[src/pkg/spbw_defines.svh]
`ifndef SPBW_DEFINES_SVH
`define SPBW_DEFINES_SVH
// Register byte offsets, one aligned word each
`define SPBW_OFF_FLAG   8'h00
`define SPBW_OFF_IRQEN  8'h04
`define SPBW_OFF_RXCTL  8'h08
`define SPBW_OFF_TXBUF  8'h0C
`define SPBW_OFF_TXCTL  8'h10
`define SPBW_OFF_BAUD   8'h14
`define SPBW_OFF_DIVHI  8'h18
`define SPBW_OFF_DIVLO  8'h1C
`define SPBW_OFF_RXBUF  8'h20
// Field positions
`define SPBW_FLAG_RX    5
`define SPBW_FLAG_TX    4
`define SPBW_RX_PEN     7
`define SPBW_TX_EMPTY   1
`define SPBW_BD_IDLE    6
// Reset values
`define SPBW_RST_BYTE   8'h00
// Frame lengths in bits
`define SPBW_BRK_BITS   4'hE
`define SPBW_ASY8_BITS  4'hA
`define SPBW_ASY9_BITS  4'hB
`define SPBW_SYN8_BITS  4'h8
`define SPBW_SYN9_BITS  4'h9
// Bus responses
`define SPBW_RESP_OKAY  2'h0
`define SPBW_RESP_SLV   2'h2
`endif

[src/pkg/spbw_pkg.sv]
`default_nettype none
package spbw_pkg;
   // Transmit control fields, bit 7 down to bit 0 minus the empty status
   typedef struct packed {
      logic master;   // master_source_select
      logic nine;     // nine_bit_tx_enable
      logic transmit_enable;     // transmit_enable
      logic sync;     // clocked mode select
      logic brk;      // break_send_request
      logic hspd;     // high speed select, stored only
      logic ninth;    // ninth_tx_bit
   } spbw_txctl_s;
   // Baud control fields
   typedef struct packed {
      logic pol;      // shift_idle_polarity
      logic wide;     // wide_divisor_enable
      logic wake;     // wake_on_edge_enable
      logic abd;      // auto_baud_detect, stored only
   } spbw_baud_s;
   typedef enum logic [0:0] {TX_IDLE, TX_SHIFT} spbw_tx_e;
   typedef enum logic [1:0] {WK_IDLE, WK_FALL, WK_RISE} spbw_wake_e;
endpackage
`default_nettype wire

[src/hw/spbw_serial_port.sv]
// Notes on behaviour
// - Wake enable idles receiver; wake sets rx flag
// - Rising edge after wake clears wake enable
// - Receive buffer read clears wake flag
// - Wake detector needs no baud ticks
// - No ordinary reception while wake enabled
// - Break is start, twelve zeros, stop
// - Break request plus enable and a buffer write sends zeros
// - Hardware clears break request after stop
// - Shifter empty tracks break like characters
// - Wake break reception flags on the falling transition
// - Master mode half duplex, one direction
// - Clocked mode remaps pins to clock/data
// - Master drives clock, idle level from polarity
// - Shifter loads only after last bit
// - Buffer move one cycle, then empty flag
// - Empty flag cleared only by buffer write
// - Shifter empty read only, at transmit control bit one
// - Wake event is falling receive edge
// - Wake enable sits at baud control bit one
`include "spbw_defines.svh"
`timescale 1ns/1ps
`default_nettype none
module spbw_serial_port #(
   parameter int ADDR_W = 8,    // Bus address width
   parameter int DIV_W  = 16    // Baud divisor width
) (
   // Clock and reset
   input  wire logic              mclk_i,
   input  wire logic              rst_n_i,
   // AXI4-Lite write channels
   input  wire logic [ADDR_W-1:0] s_axi_awaddr,
   input  wire logic              s_axi_awvalid,
   output var  logic              s_axi_awready,
   input  wire logic [31:0]       s_axi_wdata,
   input  wire logic [3:0]        s_axi_wstrb,
   input  wire logic              s_axi_wvalid,
   output var  logic              s_axi_wready,
   output var  logic [1:0]        s_axi_bresp,
   output var  logic              s_axi_bvalid,
   input  wire logic              s_axi_bready,
   // AXI4-Lite read channels
   input  wire logic [ADDR_W-1:0] s_axi_araddr,
   input  wire logic              s_axi_arvalid,
   output var  logic              s_axi_arready,
   output var  logic [31:0]       s_axi_rdata,
   output var  logic [1:0]        s_axi_rresp,
   output var  logic              s_axi_rvalid,
   input  wire logic              s_axi_rready,
   // Line pins
   input  wire logic              receive_line_i,
   output var  logic              data_o,
   output var  logic              data_oe_o,
   output var  logic              strobe_o,
   output var  logic              strobe_oe_o
);
   import spbw_pkg::*;

   // Logic assumes a 16 bit divisor pair and byte offsets up to 0x20
   if (DIV_W != 16 || ADDR_W < 8) begin : g_chk
      $error("spbw_serial_port: DIV_W must be 16, ADDR_W at least 8");
   end

   // Word decode shared by read and write paths
   function automatic logic hit(input logic [ADDR_W-1:0] a,
                                input logic [7:0]        off);
      hit = (a[7:2] == off[7:2]) && ((a >> 8) == '0);
   endfunction

   // Register state
   spbw_txctl_s      txctl;       // Transmit control
   spbw_baud_s       baud;        // Baud control
   logic             pen;         // port_enable
   logic [7:0]       irqen;       // Enables, stored only, no irq output
   logic [7:0]       div_hi;      // baud_divisor_high
   logic [7:0]       div_lo;      // baud_divisor_low
   logic [7:0]       txbuf;       // transmit_buffer contents
   logic             buf_full;    // Buffer holds a word
   logic             rx_flag;     // rx_ready_flag
   // Bus side state
   logic [ADDR_W-1:0] aw_addr;    // Held write address
   logic [7:0]        w_byte;     // Held write byte
   logic              w_lane;     // Lane 0 strobe held
   logic              aw_full;    // Address captured
   logic              w_full;     // Data captured
   // Line side state
   logic             rx_meta;     // Synchroniser first stage
   logic             rx_s;        // Synchronised line
   logic             rx_d;        // Delayed for edge find
   spbw_wake_e       wk_state;    // Wake detector
   spbw_tx_e         tx_state;    // Transmitter
   logic [13:0]      shf;         // tx_shift_register, LSB out first
   logic [3:0]       left;        // Bits still to go
   logic             half;        // Second half of a clocked bit
   logic             is_brk;      // Current frame is a break
   logic [DIV_W-1:0] bcnt;        // Baud counter
   logic             tick;        // One cycle baud enable

   // Write decode
   wire wr_go  = aw_full && w_full && !s_axi_bvalid;
   wire wr_ok  = wr_go && w_lane;
   wire wr_txb = wr_ok && hit(aw_addr, `SPBW_OFF_TXBUF);
   wire wr_txc = wr_ok && hit(aw_addr, `SPBW_OFF_TXCTL);
   wire wr_bd  = wr_ok && hit(aw_addr, `SPBW_OFF_BAUD);
   wire wr_map = hit(aw_addr, `SPBW_OFF_FLAG)  ||
                 hit(aw_addr, `SPBW_OFF_IRQEN) ||
                 hit(aw_addr, `SPBW_OFF_RXCTL) ||
                 hit(aw_addr, `SPBW_OFF_TXBUF) ||
                 hit(aw_addr, `SPBW_OFF_TXCTL) ||
                 hit(aw_addr, `SPBW_OFF_BAUD)  ||
                 hit(aw_addr, `SPBW_OFF_DIVHI) ||
                 hit(aw_addr, `SPBW_OFF_DIVLO) ||
                 hit(aw_addr, `SPBW_OFF_RXBUF);
   // Read decode
   wire rd_go   = s_axi_arvalid && s_axi_arready;
   wire rd_rxb  = rd_go && hit(s_axi_araddr, `SPBW_OFF_RXBUF);

   // Mode and line events
   wire sync_m  = txctl.sync && txctl.master;
   wire fall    = rx_d && !rx_s;
   wire rise    = !rx_d && rx_s;
   wire sh_empty = (tx_state == TX_IDLE);
   wire rx_idle = (wk_state != WK_RISE);
   // Half duplex: wake reception in progress holds the shifter back
   wire rx_busy = txctl.sync && (wk_state == WK_RISE);
   // Shifter takes a word only once idle
   wire load    = sh_empty && buf_full && txctl.transmit_enable && pen &&
                  (!txctl.sync || txctl.master) && !rx_busy;
   wire bit_end = tick && (txctl.sync ? half : 1'b1);
   wire last    = bit_end && (left == 4'h1);
   wire wake_set = (wk_state == WK_FALL) && fall;
   wire wake_clr = (wk_state == WK_RISE) && rise;
   wire [DIV_W-1:0] div = baud.wide ? {div_hi, div_lo}
                                    : {8'h00, div_lo};

   // Read data selection
   wire [7:0] rd_flag = {2'h0, rx_flag, !buf_full, 4'h0};
   wire [7:0] rd_txc  = {txctl.master, txctl.nine, txctl.transmit_enable,
                         txctl.sync, txctl.brk, txctl.hspd,
                         sh_empty, txctl.ninth};
   wire [7:0] rd_bd   = {1'b0, rx_idle, 1'b0, baud.pol, baud.wide,
                         1'b0, baud.wake, baud.abd};
   // Receive buffer yields dummy zero content after a wake
   wire [7:0] rd_byte =
      hit(s_axi_araddr, `SPBW_OFF_FLAG)  ? rd_flag :
      hit(s_axi_araddr, `SPBW_OFF_IRQEN) ? irqen :
      hit(s_axi_araddr, `SPBW_OFF_RXCTL) ? {pen, 7'h00} :
      hit(s_axi_araddr, `SPBW_OFF_TXBUF) ? txbuf :
      hit(s_axi_araddr, `SPBW_OFF_TXCTL) ? rd_txc :
      hit(s_axi_araddr, `SPBW_OFF_BAUD)  ? rd_bd :
      hit(s_axi_araddr, `SPBW_OFF_DIVHI) ? div_hi :
      hit(s_axi_araddr, `SPBW_OFF_DIVLO) ? div_lo : 8'h00;
   wire rd_map = hit(s_axi_araddr, `SPBW_OFF_FLAG)  ||
                 hit(s_axi_araddr, `SPBW_OFF_IRQEN) ||
                 hit(s_axi_araddr, `SPBW_OFF_RXCTL) ||
                 hit(s_axi_araddr, `SPBW_OFF_TXBUF) ||
                 hit(s_axi_araddr, `SPBW_OFF_TXCTL) ||
                 hit(s_axi_araddr, `SPBW_OFF_BAUD)  ||
                 hit(s_axi_araddr, `SPBW_OFF_DIVHI) ||
                 hit(s_axi_araddr, `SPBW_OFF_DIVLO) ||
                 rd_rxb;

   // Frame image for the shifter, break overrides the buffer
   wire [13:0] frame =
      txctl.brk   ? 14'h2000 :
      txctl.sync  ? {5'h1F, txctl.ninth && txctl.nine, txbuf} :
      txctl.nine  ? {4'hF, txctl.ninth, txbuf, 1'b0} :
                    {5'h1F, txbuf, 1'b0};
   wire [3:0] flen =
      txctl.brk   ? `SPBW_BRK_BITS :
      txctl.sync  ? (txctl.nine ? `SPBW_SYN9_BITS : `SPBW_SYN8_BITS) :
                    (txctl.nine ? `SPBW_ASY9_BITS : `SPBW_ASY8_BITS);

   // Pin levels, registered below so every pin leaves a flop
   wire shifting    = (tx_state == TX_SHIFT);
   wire next_line   = shifting ? shf[0] : 1'b1;
   wire next_clk    = baud.pol ^ (shifting && half);
   wire next_strobe = (txctl.sync && pen) ? next_clk : next_line;
   wire next_data   = next_line;
   wire next_dat_oe = pen && sync_m && txctl.transmit_enable;
   wire next_stb_oe = pen && (!txctl.sync || txctl.master);

   // AXI write channel handshakes, address and data in either order
   always_ff @(posedge mclk_i) begin
      if (!rst_n_i) begin
         s_axi_awready <= 1'b0;
         s_axi_wready  <= 1'b0;
         s_axi_bvalid  <= 1'b0;
         s_axi_bresp   <= `SPBW_RESP_OKAY;
         aw_full       <= 1'b0;
         w_full        <= 1'b0;
      end else begin
         s_axi_awready <= !aw_full && !s_axi_bvalid &&
                          !(s_axi_awvalid && s_axi_awready);
         s_axi_wready  <= !w_full && !s_axi_bvalid &&
                          !(s_axi_wvalid && s_axi_wready);
         if (s_axi_awvalid && s_axi_awready) begin
            aw_full <= 1'b1;
         end
         if (s_axi_wvalid && s_axi_wready) begin
            w_full <= 1'b1;
         end
         // Response once both halves are in
         if (wr_go) begin
            s_axi_bvalid <= 1'b1;
            s_axi_bresp  <= wr_map ? `SPBW_RESP_OKAY : `SPBW_RESP_SLV;
            aw_full      <= 1'b0;
            w_full       <= 1'b0;
         end else if (s_axi_bvalid && s_axi_bready) begin
            s_axi_bvalid <= 1'b0;
         end
      end
   end

   // Captured write payload, no reset needed on data
   always_ff @(posedge mclk_i) begin
      if (s_axi_awvalid && s_axi_awready) begin
         aw_addr <= s_axi_awaddr;
      end
      if (s_axi_wvalid && s_axi_wready) begin
         w_byte <= s_axi_wdata[7:0];
         w_lane <= s_axi_wstrb[0];
      end
   end

   // AXI read channel, one read in flight
   always_ff @(posedge mclk_i) begin
      if (!rst_n_i) begin
         s_axi_arready <= 1'b0;
         s_axi_rvalid  <= 1'b0;
         s_axi_rdata   <= 32'h0000_0000;
         s_axi_rresp   <= `SPBW_RESP_OKAY;
      end else if (rd_go) begin
         s_axi_arready <= 1'b0;
         s_axi_rvalid  <= 1'b1;
         s_axi_rdata   <= {24'h00_0000, rd_byte};
         s_axi_rresp   <= rd_map ? `SPBW_RESP_OKAY : `SPBW_RESP_SLV;
      end else if (s_axi_rvalid && s_axi_rready) begin
         s_axi_rvalid  <= 1'b0;
      end else if (!s_axi_rvalid) begin
         s_axi_arready <= 1'b1;
      end
   end

   // Plain control registers
   always_ff @(posedge mclk_i) begin
      if (!rst_n_i) begin
         pen    <= 1'b0;
         irqen  <= `SPBW_RST_BYTE;
         div_hi <= `SPBW_RST_BYTE;
         div_lo <= `SPBW_RST_BYTE;
      end else if (wr_ok) begin
         if (hit(aw_addr, `SPBW_OFF_RXCTL)) pen    <= w_byte[`SPBW_RX_PEN];
         if (hit(aw_addr, `SPBW_OFF_IRQEN)) irqen  <= w_byte & 8'h30;
         if (hit(aw_addr, `SPBW_OFF_DIVHI)) div_hi <= w_byte;
         if (hit(aw_addr, `SPBW_OFF_DIVLO)) div_lo <= w_byte;
      end
   end

   // Transmit control; hardware drops break after its stop bit
   always_ff @(posedge mclk_i) begin
      if (!rst_n_i) begin
         txctl <= '0;
      end else if (wr_txc) begin
         txctl <= {w_byte[7:2], w_byte[0]};
      end else if (last && is_brk) begin
         txctl.brk <= 1'b0;
      end
   end

   // Baud control; wake enable cleared by the closing rising edge
   always_ff @(posedge mclk_i) begin
      if (!rst_n_i) begin
         baud <= '0;
      end else if (wr_bd) begin
         baud <= {w_byte[4], w_byte[3], w_byte[1], w_byte[0]};
      end else if (wake_clr) begin
         baud.wake <= 1'b0;
      end
   end

   // Buffer fill; only a buffer write empties the flag
   always_ff @(posedge mclk_i) begin
      if (!rst_n_i) begin
         buf_full <= 1'b0;
         txbuf    <= `SPBW_RST_BYTE;
      end else if (wr_txb) begin
         buf_full <= 1'b1;
         txbuf    <= w_byte;
      end else if (load) begin
         buf_full <= 1'b0;
      end
   end

   // Receive flag, a wake set wins over a same cycle read
   always_ff @(posedge mclk_i) begin
      if (!rst_n_i) begin
         rx_flag <= 1'b0;
      end else if (wake_set) begin
         rx_flag <= 1'b1;
      end else if (rd_rxb) begin
         rx_flag <= 1'b0;
      end
   end

   // Two flop synchroniser, then an edge register
   always_ff @(posedge mclk_i) begin
      if (!rst_n_i) begin
         rx_meta <= 1'b1;
         rx_s    <= 1'b1;
         rx_d    <= 1'b1;
      end else begin
         rx_meta <= receive_line_i;
         rx_s    <= rx_meta;
         rx_d    <= rx_s;
      end
   end

   // Wake detector runs off the core clock, never the baud tick,
   // so it sees edges while the rest of the port is quiet
   // Ordinary reception stays parked while wake is set
   always_ff @(posedge mclk_i) begin
      if (!rst_n_i || !baud.wake) begin
         wk_state <= WK_IDLE;
      end else begin
         unique case (wk_state)
            WK_IDLE: wk_state <= WK_FALL;
            WK_FALL: if (fall) wk_state <= WK_RISE;
            WK_RISE: if (rise) wk_state <= WK_IDLE;
         endcase
      end
   end

   // Baud divider; restarts on a load so the first bit is whole
   always_ff @(posedge mclk_i) begin
      if (!rst_n_i || !pen) begin
         bcnt <= '0;
         tick <= 1'b0;
      end else if (load) begin
         // Preload one count: the registered tick costs a cycle
         bcnt <= (div == '0) ? '0 : DIV_W'(1);
         tick <= (div == '0);
      end else if (bcnt >= div) begin
         bcnt <= '0;
         tick <= 1'b1;
      end else begin
         bcnt <= bcnt + 1'b1;
         tick <= 1'b0;
      end
   end

   // Shifter: right shift with mark fill, one bit per bit time
   always_ff @(posedge mclk_i) begin
      if (!rst_n_i) begin
         tx_state <= TX_IDLE;
         shf      <= 14'h3FFF;
         left     <= 4'h0;
         half     <= 1'b0;
         is_brk   <= 1'b0;
      end else begin
         unique case (tx_state)
            TX_IDLE: if (load) begin
               tx_state <= TX_SHIFT;
               shf      <= frame;
               left     <= flen;
               half     <= 1'b0;
               is_brk   <= txctl.brk;
            end
            TX_SHIFT: begin
               if (tick && txctl.sync) begin
                  half <= !half;
               end
               if (bit_end) begin
                  shf  <= {1'b1, shf[13:1]};
                  left <= left - 4'h1;
                  if (last) begin
                     tx_state <= TX_IDLE;
                  end
               end
            end
         endcase
      end
   end

   // Registered pins; clock pin idles at the polarity level
   always_ff @(posedge mclk_i) begin
      if (!rst_n_i) begin
         data_o      <= 1'b1;
         data_oe_o   <= 1'b0;
         strobe_o    <= 1'b1;
         strobe_oe_o <= 1'b0;
      end else begin
         data_o      <= next_data;
         data_oe_o   <= next_dat_oe;
         strobe_o    <= next_strobe;
         strobe_oe_o <= next_stb_oe;
      end
   end

   // Checks on the logic above
   rx_wake_set_a: assert property (@(posedge mclk_i) disable iff (!rst_n_i)
      wake_set |=> rx_flag && !rx_idle)
      else $error("wake edge did not raise rx flag");
   wake_autoclr_a: assert property (@(posedge mclk_i) disable iff (!rst_n_i)
      wake_clr && !wr_bd |=> !baud.wake ##1 wk_state == WK_IDLE)
      else $error("wake enable not cleared on rising edge");
   rxbuf_clear_a: assert property (@(posedge mclk_i) disable iff (!rst_n_i)
      rd_rxb && !wake_set |=> !rx_flag)
      else $error("receive buffer read left rx flag set");
   break_frame_a: assert property (@(posedge mclk_i) disable iff (!rst_n_i)
      load && txctl.brk |=> shf == 14'h2000 && left == 4'hE)
      else $error("break frame not thirteen zeros then stop");
   break_clear_a: assert property (@(posedge mclk_i) disable iff (!rst_n_i)
      last && is_brk && !wr_txc |=> !txctl.brk && sh_empty)
      else $error("break request not dropped after stop");
   shift_hold_a: assert property (@(posedge mclk_i) disable iff (!rst_n_i)
      shifting && buf_full && !last |=> buf_full)
      else $error("buffer drained while shifter busy");
   load_empty_a: assert property (@(posedge mclk_i) disable iff (!rst_n_i)
      load && !wr_txb |=> !buf_full && shifting)
      else $error("buffer empty flag not set after move");
   empty_done_a: assert property (@(posedge mclk_i) disable iff (!rst_n_i)
      $rose(sh_empty) |-> $past(last))
      else $error("shifter empty rose before last bit");
   half_duplex_a: assert property (@(posedge mclk_i) disable iff (!rst_n_i)
      rx_busy |-> !load)
      else $error("transmit load during reception");
   clk_idle_a: assert property (@(posedge mclk_i) disable iff (!rst_n_i)
      sync_m && pen && !shifting ##1 sync_m && pen
      |-> strobe_o == $past(baud.pol))
      else $error("clock pin not at idle polarity");
   wake_park_a: assert property (@(posedge mclk_i) disable iff (!rst_n_i)
      !baud.wake |=> wk_state == WK_IDLE)
      else $error("wake detector active without enable");
   // Main scenarios
   cov_break_c: cover property (@(posedge mclk_i) disable iff (!rst_n_i)
      last && is_brk ##[1:4] load);
   cov_wake_c: cover property (@(posedge mclk_i) disable iff (!rst_n_i)
      wake_set ##[1:1000] wake_clr);
   cov_sync_c: cover property (@(posedge mclk_i) disable iff (!rst_n_i)
      load && sync_m ##1 shifting [*8]);
endmodule
`default_nettype wire

[config.mk]
export PLATFORM = sky130hd
export DESIGN_NAME = spbw_serial_port
export DESIGN_NICKNAME = d
export VERILOG_FILES = /design/src/pkg/spbw_pkg.sv /design/src/hw/spbw_serial_port.sv
export VERILOG_INCLUDE_DIRS = /design/src /design/src/pkg
export SDC_FILE = /design/constraint.sdc
export NUM_CORES = 1
export LEC_CHECK = 0
export ABC_AREA = 1
export BUFFER_PORTS_ARGS = -buffer_cell sky130_fd_sc_hd__buf_2
export CAP_MARGIN = 25
export CELL_PAD_IN_SITES_DETAIL_PLACEMENT = 1
export CELL_PAD_IN_SITES_GLOBAL_PLACEMENT = 1
export CORE_ASPECT_RATIO = 1.75
export CORE_MARGIN = 5
export CORE_UTILIZATION = 41
export CTS_CLUSTER_DIAMETER = 40
export DETAILED_ROUTE_END_ITERATION = 8
export PLACE_DENSITY = 0.77
export SYNTH_ARGS = -nofsm -noshare
export SYNTH_HDL_FRONTEND = slang
export SYNTH_SLANG_ARGS = --single-unit
[constraint.sdc]
create_clock -name mclk_i -period 2.1 [get_ports mclk_i]
set_input_delay 0.315 -clock mclk_i [delete_from_list [all_inputs] [get_ports mclk_i]]
set_output_delay 0.315 -clock mclk_i [all_outputs]
set_load 0.02 [all_outputs]
=== Word level (Yosys, flattened, before mapping) ===
Cells that the tools add are included.

* Reduce and logical (&&, ||, !) cells: 91
* Bitwise gates (word level): 5
* Equality and inequality tests: 25
* $lt $le $gt $ge: 1
* Muxes and demuxes: 53
* $add $sub $neg: 2

{| class="wikitable"
|+ Operators by type and width
! cell !! count
|-
| $mux W8 || 8
|-
| $eq A6 B3 Y1 const B || 8
|-
| $mux W16 || 3
|-
| $logic_and A1 B1 Y1 || 37
|-
| $mux W14 || 2
|-
| $pmux W14 S2 || 1
|-
| $eq A6 B2 Y1 const B || 4
|-
| $mux W1 || 24
|-
| $mux W10 || 2
|-
| $logic_or A1 B1 Y1 || 19
|-
| $reduce_and A2 Y1 || 9
|-
| $add A16 B1 Y16 const B || 1
|-
| $ge A16 B16 Y1 || 1
|-
| $logic_not A16 Y1 || 1
|-
| $logic_not A1 Y1 || 14
|-
| $mux W13 || 1
|-
| $eq A6 B1 Y1 const B || 2
|-
| $eq A6 B4 Y1 const B || 2
|-
| $logic_not A6 Y1 || 2
|-
| $reduce_bool A2 Y1 || 6
|-
| $mux W2 || 5
|-
| $mux W4 || 2
|-
| $pmux W4 S2 || 1
|-
| $ne A2 B1 Y1 const B || 3
|-
| 12 further kinds || 19
|}

* Bits in registers: 123
* Word-level logic and storage cells: 223
* Bits of input ports: 60
* Output and inout port bits: 45

=== Longest topological paths before layout ===
* Word-level depth: 10
* Depth in mapped cells: 12
* Mapped depth without buffers: 12

=== Least setup slack after synthesis ===
Ideal clock, no wire load.

* Path type: register -> register
* From: register baud[2] (netlist name)
* To: register bcnt[10]
* Path buffers: 2
* Period minus slack after synthesis: 1.884 ns
* Stages on the path, launching flop included: 10
* Required time: 1.983 ns
* Data arrival time: 1.767 ns
* Library setup time: 0.117 ns
* Slack: 0.216 ns
* Path through: dfxtp_1 clkbuf_1 nand2_1 ha_1 nand2_1 nor3_1 nand3_1 nand4_2 buf_2 nor2_1

* Cells in the longest elaborated chain, start to end: 4

{| class="wikitable"
|+ Ends and longest elaborated chain
! what !! line !! source
|-
| from (decl) || spbw_serial_port.sv:72 || <nowiki>spbw_baud_s baud;</nowiki>
|-
| from (signal assigned) || spbw_serial_port.sv:276 || <nowiki>baud <= {w_byte[4], w_byte[3], w_byte[1], w_byte[0]};</nowiki>
|-
| $mux W16 || spbw_serial_port.sv:133 || <nowiki>wire [DIV_W-1:0] div = baud.wide ? {div_hi, div_lo}</nowiki>
|-
| $ge A16 B16 Y1 || spbw_serial_port.sv:343 || <nowiki>end else if (bcnt >= div) begin</nowiki>
|-
| $mux W16 || spbw_serial_port.sv:343 ||
|-
| $mux W16 || spbw_serial_port.sv:339 || <nowiki>end else if (load) begin</nowiki>
|-
| to (signal assigned) || spbw_serial_port.sv:341 || <nowiki>bcnt <= (div == '0) ? '0 : DIV_W'(1);</nowiki>
|-
| to (signal assigned) || spbw_serial_port.sv:347 || <nowiki>bcnt <= bcnt + 1'b1;</nowiki>
|-
| to (decl) || spbw_serial_port.sv:96 || <nowiki>logic [DIV_W-1:0] bcnt;</nowiki>
|}

Every way passes these cells.
A chain may end at the register's enable or synchronous reset.

=== Worst setup path in the final report ===
* From: register baud[2] (netlist name)
* To: register bcnt[14]

The elaborated chain is that of the path after synthesis.

==> run metrics <==
Die Span Y 167 µm; post-synth cell types 48; final setup violation count 0; I/O Pins about 110; Largest stage delay, worst path 0.41 ns; Area Overhead vs Synth 17.2%; Hold Crit Class input pin to flop; vias in the first global route 5822; CTS Root Cell clkbuf_16; crit path DAT 2.31 ns; Critical Path Start Type flop; Fmax between 500 and 600 MHz; Slew Viols, Final 0; Seq/Total Area, Yosys 0.437; top fanout value on the critical path 10; WL final ~18000 µm; Period minus WS final a little under 2 ns; First DRT Iteration DRCs 307; ys async rst share 0; share of the synthesized area in the top cell type 0.359; RSZ-0062 raised after global routing no; delay-heaviest family, CP compound AO/OA/AOI/OAI gates; Post-Synthesis Cells around 740; Placer Congestion around 0.87; Peak VDD IR about 460 µV; drt pass-1 iters 4; CP cell instances nand2_1 > ha_1 > a21oi_1 > o21ai_0 > a21oi_1 > nand4_2 > buf_4 > a21oi_1; Clock Latency Late Sink roughly 0.4 ns; # hold bufs at CTS 0; EDFF count, synth 15; Overflow after GRT 0; pin count of the biggest net entering global routing 34; TritonCTS Sinks about 120; average size of a mapped cell just under 8 µm²; prevailing post-synth register cell dfxtp_1; status finished, final reports clean; Critical Path Slowest Stage Cell dfxtp_4; antenna violations before repair 0; wire per inst about 18 µm; synthesized area roughly 5700 µm²; Pwr Total approximately 0.0054 W; Worst Tran Pin Value between 0.5 and 0.6 ns; PD cells roughly 800 nW/µm²; global-route wire length before repair 28800 µm; Starting Density 0.416; floorplan core area roughly 14000 µm²; DR vias/cell between 5 and 6; die area roughly 17000 µm²; synthesis-stage register bit count around 120; num rows 57; final instance area between 6000 and 7000 µm²; largest area contributor in the netlist dfxtp_1; clock skew 0.00878 ns; Syn. warnings 0; DRC Markers 0; Via Count approximately 5300; layout cell share with drive strength beyond 1 0.164; setup TNS after final layout 0 ns; flop2flop setup slack about 0.13 ns; DP HPWL 13500 µm; n_diodes 0; most frequent CP cell a21oi_1; CTS clock-pin slew for the worst setup and hold paths around 0.060 ns; CTS tree built; Fin. Hold Viols 0; Worst setup EP type flop; CTS H-tree depth 4; Tot GR Track Use 0.220; Post-DRT Antenna Nets 0; Crit path buffers/inverters 1; fin nets between 800 and 900; CTS Buf Count 17; Post-Route Utilization 0.487; Cell Area, Placed about 6200 µm²; number of setup buffers added after CTS 0; Max-slew headroom 0.622; max_cap viols 0; CP Class flop to flop; Port Buf Inserts 47; Die W 99.5 µm; clk buf depth 2; static leakage between 2 and 3 nW; Req. time, crit path 2.44 ns; Synth area leaders dfxtp_1 (36%), edfxtp_1 (7.8%), a21oi_1 (7.2%); final worst-path cycle share 0.938
final cells by class:
type                       count  area, µm²
timing repair buffer          66        390
clock buffer                  18        450
clock inverter                14        126
tap                          177        221
multi-input combinational    502       2680
inverter                      95        358
sequential                   118       2520
fill                        1726       7100
flip-flops by register name (all words and copies together) (netlist names), 2 cells and up:
name	cells
shf	13
s_axi_rdata	8
baud	4
wk_state	2
div_lo	8
div_hi	8
rd_txc	7
txbuf	8
w_byte	8
left	4
bcnt	16
aw_addr	6
irqen	2
per-stage QoR:
stage / hold WS [ns] / std cells / worst slack [ns]
after floorplan: 0.393 / 763 / 0.216
after global placement: 0.399 / 958 / 0.137
after detailed placement: 0.411 / 958 / 0.0383
after CTS: 0.0684 / 990 / 0.0749
after global routing: 0.0605 / 990 / 0.0501
final: 0.0752 / 990 / 0.131
logic make-up (layout without fill, tap and decap cells):
kind of cell | Yosys count | in the layout | synth area share
AO/OA/AOI/OAI | 186 | 186 | 0.181
XOR/XNOR | 7 | 7 | 0.0107
adder cells (fa/ha/maj) | 21 | 21 | 0.0457
buffers and inverters | 143 | 193 | 0.114
flip-flops | 118 | 118 | 0.437
other | 1 | 26 | 0.000652
AND/OR/NAND/NOR | 262 | 262 | 0.211
timing repair:
action | CTS | global route
endpoints found under the setup margin | 17 | 2
pin swaps | 0 | 0
gates resized for setup | 1 | 1
cloned | 0 | 0
power by group:
group,switching (W),internal [W],leakage (nW)
logic,0.000182,0.0000636,1.73
clock network,0.00112,0.00170,0.269
registers,0.0000196,0.00232,0.972
total,0.00132,0.00408,2.97
worst paths after layout:
path | endpoint | depth (start not counted) | startpoint
setup reg to reg | bcnt[14] | 8 | baud[2]
hold / removal | w_byte[1] | 1 | s_axi_wdata[1]
setup / recovery | bcnt[14] | 8 | baud[2]
hold reg to reg | s_axi_awready | 1 | aw_full
Yosys cell counts, types with 6 or more instances:
library cell	number
a21oi_1	83
o22ai_1	9
nand4_1	12
a211oi_1	20
dfxtp_1	103
nand2_1	110
nor2_1	67
edfxtp_1	15
inv_2	6
inv_1	87
ha_1	21
nand3_1	34
buf_4	28
nor2_2	7
o21ai_0	60
nor3_1	8
clkbuf_1	15
metal layers:
metal	global-route usage	routed length, µm	vias to the layer above
met5	0	0	-
met4	0.131	993	0
met3	0.0460	534	62
met2	0.428	10200	122
met1	0.202	6150	2579
li1	-	-	2548
layout by cell type (no fill, tap or decap), types with 5 or more instances in the layout:
| cell | synthesis | layout |
|---|---|---|
| buf_4 | 28 | 18 |
| clkbuf_16 | 0 | 18 |
| nor2_1 | 67 | 67 |
| a21oi_1 | 83 | 83 |
| clkinvlp_4 | 0 | 5 |
| nand2_1 | 110 | 110 |
| inv_2 | 6 | 6 |
| inv_1 | 87 | 87 |
| o22ai_1 | 9 | 9 |
| dfxtp_1 | 103 | 102 |
| nor3_1 | 8 | 8 |
| edfxtp_1 | 15 | 15 |
| xor2_1 | 5 | 5 |
| conb_1 | 1 | 26 |
| a211oi_1 | 20 | 20 |
| nor2_2 | 7 | 7 |
| buf_2 | 3 | 47 |
| ha_1 | 21 | 21 |
| or2_2 | 5 | 5 |
| nand4_1 | 12 | 12 |
| nand3_1 | 34 | 34 |
| o21ai_0 | 60 | 60 |
(Power assumes the default switching activity.)
